===== src/hstt_consts.vh =====
`ifndef HSTT_CONSTS_VH
`define HSTT_CONSTS_VH

// ----------------------------------------------------------------
// Register map
// ----------------------------------------------------------------
`define HSTT_ADDR_W 8
`define HSTT_DATA_W 8
`define HSTT_TUNING_OFFSET 8'h30
`define HSTT_TUNING_RESET 8'h77
`define HSTT_UNMAPPED_DATA 8'h00

// ----------------------------------------------------------------
// Field positions
// ----------------------------------------------------------------
`define HSTT_TERM_MSB 7
`define HSTT_TERM_LSB 6
`define HSTT_SLEW_MSB 5
`define HSTT_SLEW_LSB 4
`define HSTT_SWING_MSB 3
`define HSTT_SWING_LSB 0

// ----------------------------------------------------------------
// Field resets and codes
// ----------------------------------------------------------------
`define HSTT_TERM_RESET 2'h1
`define HSTT_SLEW_RESET 2'h3
`define HSTT_SWING_RESET 4'h7
`define HSTT_SWING_NOMINAL 4'h3

// ----------------------------------------------------------------
// OTP field-valid mask bit order
// ----------------------------------------------------------------
`define HSTT_OTP_FIELDS 3
`define HSTT_OTP_TERM_BIT 2
`define HSTT_OTP_SLEW_BIT 1
`define HSTT_OTP_SWING_BIT 0

`endif


===== src/hstt_tuning_reg.v =====
`timescale 1ns/10ps
`include "hstt_consts.vh"

module hstt_tuning_reg
(
  input wire clk_i,
  input wire rst_n_i,
  input wire [7:0] reg_addr_i,
  input wire reg_wr_en_i,
  input wire [7:0] reg_wr_data_i,
  input wire reg_rd_en_i,
  output reg [7:0] reg_rd_data_o,
  output reg reg_rd_valid_o,
  output reg reg_addr_err_o,
  input wire [7:0] otp_data_i,
  input wire [2:0] otp_field_valid_i,
  input wire chirp_active_i,
  output reg [1:0] hs_termination_trim_o,
  output reg [1:0] hs_transmit_slew_trim_o,
  output reg [3:0] hs_transmit_swing_trim_o,
  output reg swing_trim_bypass_o,
  output reg otp_loaded_o
);

  // ----------------------------------------------------------------
  // Load sequencer states
  // ----------------------------------------------------------------
  localparam ST_RESET = 2'b00;
  localparam ST_OTP_LOAD = 2'b01;
  localparam ST_RUN = 2'b10;

  // ----------------------------------------------------------------
  // Address decode helper
  // ----------------------------------------------------------------
  function hit_tuning;
    input [7:0] addr;
    begin
      hit_tuning = (addr == `HSTT_TUNING_OFFSET);
    end
  endfunction

  // ----------------------------------------------------------------
  // Declarations
  // ----------------------------------------------------------------
  reg [1:0] state_reg;
  reg [1:0] state_next;
  reg [7:0] hs_transmit_tuning_port0_reg;
  reg [7:0] hs_transmit_tuning_port0_next;
  reg [7:0] rd_data_next;
  reg rd_valid_next;
  reg addr_err_next;
  reg [3:0] swing_next;
  reg bypass_next;
  wire [7:0] otp_merged;
  wire wr_hit;
  wire rd_hit;

  assign wr_hit = reg_wr_en_i & hit_tuning(reg_addr_i);
  assign rd_hit = reg_rd_en_i & hit_tuning(reg_addr_i);

  // ----------------------------------------------------------------
  // OTP default merge
  // ----------------------------------------------------------------
  hstt_otp_merge u_otp_merge
  (
    .hw_default_i(`HSTT_TUNING_RESET),
    .otp_data_i(otp_data_i),
    .otp_field_valid_i(otp_field_valid_i),
    .merged_o(otp_merged)
  );

  // ----------------------------------------------------------------
  // Load sequencer
  // ----------------------------------------------------------------
  always @*
  begin
    // OTP image taken once, two edges after reset
    case (state_reg)
      ST_RESET:
        state_next = ST_OTP_LOAD;
      ST_OTP_LOAD:
        state_next = ST_RUN;
      ST_RUN:
        state_next = ST_RUN;
      default:
        state_next = ST_RESET;
    endcase
  end

  // ----------------------------------------------------------------
  // Register next value
  // ----------------------------------------------------------------
  always @*
  begin
    hs_transmit_tuning_port0_next = hs_transmit_tuning_port0_reg;
    // Writes before RUN dropped so the OTP image lands intact
    case (state_reg)
      ST_OTP_LOAD:
        hs_transmit_tuning_port0_next = otp_merged;
      ST_RUN:
        if (wr_hit)
        begin
          hs_transmit_tuning_port0_next = reg_wr_data_i;
        end
      ST_RESET:
        hs_transmit_tuning_port0_next = `HSTT_TUNING_RESET;
      default:
        hs_transmit_tuning_port0_next = `HSTT_TUNING_RESET;
    endcase
  end

  // ----------------------------------------------------------------
  // Read path
  // ----------------------------------------------------------------
  always @*
  begin
    // Reads see the stored field, not the chirp override
    rd_data_next = `HSTT_UNMAPPED_DATA;
    rd_valid_next = 1'b0;
    addr_err_next = 1'b0;
    if (reg_rd_en_i)
    begin
      rd_valid_next = 1'b1;
      if (rd_hit)
      begin
        rd_data_next = hs_transmit_tuning_port0_reg;
      end
      else
      begin
        addr_err_next = 1'b1;
      end
    end
    else if (reg_wr_en_i && !wr_hit)
    begin
      addr_err_next = 1'b1;
    end
  end

  // ----------------------------------------------------------------
  // Swing trim as seen by the transmitter
  // ----------------------------------------------------------------
  always @*
  begin
    // Stored field untouched while chirp forces nominal
    if (chirp_active_i)
    begin
      swing_next = `HSTT_SWING_NOMINAL;
      bypass_next = 1'b1;
    end
    else
    begin
      swing_next = hs_transmit_tuning_port0_next[`HSTT_SWING_MSB:
                                                 `HSTT_SWING_LSB];
      bypass_next = 1'b0;
    end
  end

  // ----------------------------------------------------------------
  // State and register flops
  // ----------------------------------------------------------------
  always @(posedge clk_i)
  begin
    if (!rst_n_i)
    begin
      state_reg <= ST_RESET;
      hs_transmit_tuning_port0_reg <= `HSTT_TUNING_RESET;
      otp_loaded_o <= 1'b0;
    end
    else
    begin
      state_reg <= state_next;
      hs_transmit_tuning_port0_reg <= hs_transmit_tuning_port0_next;
      otp_loaded_o <= (state_next == ST_RUN);
    end
  end

  // ----------------------------------------------------------------
  // Bus answer flops
  // ----------------------------------------------------------------
  always @(posedge clk_i)
  begin
    if (!rst_n_i)
    begin
      reg_rd_data_o <= `HSTT_UNMAPPED_DATA;
      reg_rd_valid_o <= 1'b0;
      reg_addr_err_o <= 1'b0;
    end
    else
    begin
      // Answer one edge after the strobe
      reg_rd_data_o <= rd_data_next;
      reg_rd_valid_o <= rd_valid_next;
      reg_addr_err_o <= addr_err_next;
    end
  end

  // ----------------------------------------------------------------
  // Trim outputs to the analog transmitter
  // ----------------------------------------------------------------
  always @(posedge clk_i)
  begin
    if (!rst_n_i)
    begin
      hs_termination_trim_o <= `HSTT_TERM_RESET;
      hs_transmit_slew_trim_o <= `HSTT_SLEW_RESET;
      hs_transmit_swing_trim_o <= `HSTT_SWING_RESET;
      swing_trim_bypass_o <= 1'b0;
    end
    else
    begin
      // Follow next value so a write shows after one edge
      hs_termination_trim_o <=
        hs_transmit_tuning_port0_next[`HSTT_TERM_MSB:
                                      `HSTT_TERM_LSB];
      hs_transmit_slew_trim_o <=
        hs_transmit_tuning_port0_next[`HSTT_SLEW_MSB:
                                      `HSTT_SLEW_LSB];
      hs_transmit_swing_trim_o <= swing_next;
      swing_trim_bypass_o <= bypass_next;
    end
  end

endmodule


===== src/hstt_otp_merge.v =====
`timescale 1ns/10ps
`include "hstt_consts.vh"

module hstt_otp_merge
(
  input wire [7:0] hw_default_i,
  input wire [7:0] otp_data_i,
  input wire [2:0] otp_field_valid_i,
  output wire [7:0] merged_o
);

  // ----------------------------------------------------------------
  // Per-field selection of OTP over hardware default
  // ----------------------------------------------------------------
  assign merged_o[`HSTT_TERM_MSB:`HSTT_TERM_LSB] =
    otp_field_valid_i[`HSTT_OTP_TERM_BIT] ?
    otp_data_i[`HSTT_TERM_MSB:`HSTT_TERM_LSB] :
    hw_default_i[`HSTT_TERM_MSB:`HSTT_TERM_LSB];

  assign merged_o[`HSTT_SLEW_MSB:`HSTT_SLEW_LSB] =
    otp_field_valid_i[`HSTT_OTP_SLEW_BIT] ?
    otp_data_i[`HSTT_SLEW_MSB:`HSTT_SLEW_LSB] :
    hw_default_i[`HSTT_SLEW_MSB:`HSTT_SLEW_LSB];

  assign merged_o[`HSTT_SWING_MSB:`HSTT_SWING_LSB] =
    otp_field_valid_i[`HSTT_OTP_SWING_BIT] ?
    otp_data_i[`HSTT_SWING_MSB:`HSTT_SWING_LSB] :
    hw_default_i[`HSTT_SWING_MSB:`HSTT_SWING_LSB];

endmodule


===== config.mk =====
export PLATFORM = sky130hd
export DESIGN_NAME = hstt_tuning_reg
export DESIGN_NICKNAME = d
export VERILOG_FILES = /design/src/hstt_tuning_reg.v /design/src/hstt_otp_merge.v
export VERILOG_INCLUDE_DIRS = /design/src
export SDC_FILE = /design/constraint.sdc
export NUM_CORES = 1
export LEC_CHECK = 0
export BUFFER_PORTS_ARGS = -buffer_cell sky130_fd_sc_hd__buf_2
export CORE_ASPECT_RATIO = 1.2
export CORE_MARGIN = 3
export CORE_UTILIZATION = 47
export DETAILED_ROUTE_END_ITERATION = 10
export PLACE_DENSITY = 0.88
export REMOVE_ABC_BUFFERS = 1
export SETUP_SLACK_MARGIN = 0.4
export SLEW_MARGIN = 20
export SYNTH_ARGS = -nofsm -noshare
export SYNTH_HDL_FRONTEND = slang
export SYNTH_SLANG_ARGS = --single-unit

===== constraint.sdc =====
create_clock -name clk_i -period 2.28 [get_ports clk_i]
set_input_delay 0.456 -clock clk_i [delete_from_list [all_inputs] [get_ports clk_i]]
set_output_delay 0.456 -clock clk_i [all_outputs]
set_load 0.02 [all_outputs]

==> Flow_metrics.wiki <==
{| class="wikitable"
! Metric !! Value
|-
| Max-capacitance violation count || 0
|-
| Start point of the critical path || state_reg[0]$_SDFF_PN0_
|-
| Main combinational cell family by area after synthesis || simple AND/OR/NAND/NOR gates
|-
| Post-synthesis area per instance || about 11 um^2
|-
| Number of buffers created by CTS || 3
|-
| Compound-cell area share of the yosys netlist || 14.8%
|-
| Clock transition at the registers of the reported paths || 0.13 ns
|-
| Via-to-Cell Ratio || roughly 5.2
|-
| Number of I/O pins || 52
|-
| Data arrival, critical path || 1.79 ns
|-
| Total of buffers placed on input and output ports || 51
|-
| Std-Cell Rows || 17
|-
| Detail-routed net length per standard cell || 13.9 um
|-
| Number of violations reported at the end of detailed-routing iteration 0 || 20
|-
| Number of distinct library cell variants in the gate-level netlist after synthesis || 26
|-
| Clock Tree Buf Depth || 2
|-
| WHS || 0.325 ns
|-
| Routability congestion estimate || between 0.7 and 0.8
|-
| Largest cells by area after synthesis || sky130_fd_sc_hd__dfxtp_1, sky130_fd_sc_hd__and2_1, sky130_fd_sc_hd__mux2i_1
|-
| Count of endpoints failing setup in the final report || 0
|-
| Clock share of power || a little over a fifth
|-
| Number of warnings issued by yosys || 0
|-
| Post-synthesis adder-cell area fraction || 3.67%
|-
| Highest Clock Rate || approximately 0.63 GHz
|-
| Multiplexer share of the synthesized area || about 7%
|-
| Horizontal extent of the die || 48.6 um
|-
| Post-synthesis share of cell area spent on xor and xnor gates || 0%
|-
| Die height || 57.1 um
|-
| Fraction of power spent switching nets || a little under a third
|-
| Proportion of layout cells with a drive suffix above 1 || 40.8%
|-
| H-tree level count || 1
|-
| Leading cell types in the layout, fill and taps excluded || sky130_fd_sc_hd__buf_2, sky130_fd_sc_hd__dfxtp_1, sky130_fd_sc_hd__and2_1
|-
| Pin count of the biggest net entering global routing || 15
|-
| Maximum fanout encountered on the critical timing path || 10
|-
| Commonest non-fill, non-tap cell in the layout || sky130_fd_sc_hd__buf_2
|-
| Initial core utilization || 52.3%
|-
| Clk sink count || 25
|-
| Biggest area consumer among synthesized cells || sky130_fd_sc_hd__dfxtp_1
|-
| Layout overhead on the synthesized area || 27.8%
|-
| Number of fill cells || 172
|-
| Total vias in the final route || 913
|-
| Yosys reg bits || 25
|-
| Tightest Hold Check Type || in -> reg
|-
| Setup slack of the most critical reg-to-reg path || approximately 0.68 ns
|-
| Sort of element at the start of the critical path || flip-flop
|-
| CP Class || reg -> reg
|-
| Area share of and/or/nand/nor cells after synthesis || 20.7%
|-
| Initial antenna violation count || 0
|-
| Crit end category || flip-flop
|-
| Summed negative setup slack over all endpoints || 0 ns
|-
| Top cell type's share of synthesized area || 48.9%
|-
| Post-Route Skew || 0.00310 ns
|-
| Number of pins exceeding their max-slew limit in the final report || 0
|-
| Number of search-and-repair iterations in the first detailed-routing pass || 4
|-
| Worst slew pin tran || a little under 0.4 ns
|-
| Overflow after GRT || 0
|-
| Final hold violations || 0
|-
| Internal power component || 0.627 mW
|-
| Relative contribution of sequential cells to total power || between 50% and 60%
|-
| First-pass GRT wire length || 4060 um
|-
| Path depth of the worst reg2reg path || 6
|-
| Wire length after detailed routing || 2440 um
|-
| Post-synthesis instance total || 97
|-
| Aggregate global-route resource usage || 18.7%
|-
| CTS root buffer || sky130_fd_sc_hd__clkbuf_4
|-
| Critical path destination || hs_transmit_tuning_port0_reg[2]$_SDFF_PN1_
|-
| Clock tree from TritonCTS || built
|-
| Hpwl dp || 1910 um
|-
| Number of hold-repair buffers added at the cts stage || 0
|-
| Result of the run || finished, final reports clean
|-
| Placeable core region || 0.00196 mm^2
|-
| Total power of the final layout || 0.913 mW
|-
| Die area || 0.00278 mm^2
|-
| Maximum vdd ir drop || 437 uV
|-
| Static leakage || 0.652 nW
|-
| RSZ-0062 raised after global routing || no
|-
| R2R Path Start || state_reg[0]$_SDFF_PN0_
|-
| Skew-Pair Late Insertion Delay || ~0.32 ns
|-
| Number of routed nets with antenna violations || 0
|-
| Pre-CTS setup slack || 0.628 ns
|-
| Synth Cell Area || 0.00102 mm^2
|-
| Net Switching || 0.286 mW
|-
| Total power density per cell area || 699 mW/mm^2
|-
| Worst setup slack after layout || 0.685 ns
|-
| Nets || 183
|-
| Final Critical Period || 1.60 ns
|-
| Max transition margin || 74.0%
|-
| Min-Delay Startpoint || chirp_active_i
|-
| Critical register-to-register path endpoint || hs_transmit_tuning_port0_reg[2]$_SDFF_PN1_
|-
| Share of power burned in combinational logic || 23.4%
|-
| Antenna diode instance count || 0
|-
| Sequential cell area fraction in the yosys report || 48.9%
|-
| Vias in the first global route || 911
|-
| Remaining design rule violation count || 0
|-
| Number of gates resized after cts || 0
|-
| Required arrival time at the worst endpoint || 2.48 ns
|-
| Number of buffers inserted to repair setup after CTS || 0
|-
| Portion of the clock cycle consumed by the worst path in the final layout || 70.0%
|}
==> layout make-up <==
type / count / area (um^2) / share of cell area, %
Clock buffer: 3 / 22.5 / 1.72
Clock inverter: 1 / 5.00 / 0.383
Timing Repair Buffer: 51 / 255 / 19.5
Sequential cell: 25 / 500 / 38.3
Multi-Input combinational cell: 62 / 470 / 36.0
Inverter: 5 / 18.8 / 1.44
Tap cell: 28 / 35.0 / 2.68
==> how the worst min path moves through the flow <==
stage / to / slack, ns / cells past startpoint
6_report: hs_transmit_swing_trim_o[3]$_SDFF_PP0_ / 0.32 / 2
5_1_grt: hs_transmit_swing_trim_o[3]$_SDFF_PP0_ / 0.34 / 2
4_1_cts: hs_transmit_swing_trim_o[3]$_SDFF_PP0_ / 0.33 / 2
3_5_place_dp: reg_rd_data_o[3]$_SDFF_PN0_ / 0.47 / 1
3_3_place_gp: reg_rd_data_o[3]$_SDFF_PN0_ / 0.45 / 1
2_1_floorplan: reg_rd_data_o[3]$_SDFF_PN0_ / 0.43 / 1
==> cell usage after synthesis <==
| library cell | n |
|---|---|
| sky130_fd_sc_hd__and3_2 | 1 |
| sky130_fd_sc_hd__inv_1 | 4 |
| sky130_fd_sc_hd__o21ai_0 | 7 |
| sky130_fd_sc_hd__clkbuf_1 | 1 |
| sky130_fd_sc_hd__mux2i_1 | 7 |
| sky130_fd_sc_hd__a32oi_1 | 1 |
| sky130_fd_sc_hd__a221oi_1 | 3 |
| sky130_fd_sc_hd__clkinv_1 | 1 |
| sky130_fd_sc_hd__o211ai_1 | 2 |
| sky130_fd_sc_hd__buf_4 | 4 |
| sky130_fd_sc_hd__dfxtp_1 | 25 |
| sky130_fd_sc_hd__a32o_1 | 1 |
| sky130_fd_sc_hd__o22ai_1 | 1 |
| sky130_fd_sc_hd__nand4_1 | 1 |
| sky130_fd_sc_hd__a21oi_1 | 4 |
| sky130_fd_sc_hd__a2111oi_2 | 1 |
| sky130_fd_sc_hd__a211oi_1 | 1 |
| sky130_fd_sc_hd__nand2b_1 | 7 |
| sky130_fd_sc_hd__nor2_1 | 2 |
| sky130_fd_sc_hd__nor4_4 | 1 |
| sky130_fd_sc_hd__ha_1 | 3 |
| sky130_fd_sc_hd__o31ai_1 | 1 |
| sky130_fd_sc_hd__and4bb_2 | 1 |
| sky130_fd_sc_hd__nand3_4 | 1 |
| sky130_fd_sc_hd__and2_1 | 14 |
| sky130_fd_sc_hd__nand2_1 | 2 |
==> per-layer routing <==
| layer | track usage (%) | vias to the layer above | wire (um) |
|---|---|---|---|
| met2 | 31.7 | 35 | 1370 |
| met4 | 14.2 | 0 | 51 |
| met1 | 21.8 | 427 | 908 |
| met3 | 1.83 | 8 | 108 |
| li1 | - | 443 | - |
| met5 | 0 | - | 0 |
==> critical path: stages, from the launching register on <==
cell and delay [ns]:
sky130_fd_sc_hd__dfxtp_1 0.37, sky130_fd_sc_hd__inv_1 0.07, sky130_fd_sc_hd__ha_1 0.24, sky130_fd_sc_hd__clkinv_1 0.18
sky130_fd_sc_hd__nor2_1 0.10, sky130_fd_sc_hd__a221oi_1 0.36, sky130_fd_sc_hd__o21ai_0 0.16
==> per-stage QoR <==
step	instance area [um^2]	util [%]	std cells
finish	1310	66.8	175
global route	1310	66.8	175
CTS	1310	66.8	175
detailed placement	1280	65.4	171
global placement	1280	65.4	171
floorplan	990	-	92
==> power by group through the flow <==
| stage | sequential [mW] | combinational [mW] | clock [mW] |
|---|---|---|---|
| final | 0.503 | 0.214 | 0.197 |
| after detailed placement | 0.513 | 0.211 | 0 |
| after global placement | 0.510 | 0.203 | 0 |
| after CTS | 0.503 | 0.213 | 0.197 |
| after global routing | 0.510 | 0.237 | 0.221 |
| after floorplan | 0.541 | 0.0947 | 0 |
==> kinds of logic (layout without fill, tap and decap cells) <==
group,Yosys count,in the layout
DFF,25,25
and+or+nand+nor,30,30
AOI/OAI and AO/OA,22,22
buffers and inverters,10,60
adders and majority gates,3,3
muxes,7,7
Note: power is estimated with default switching activity, not from simulation.
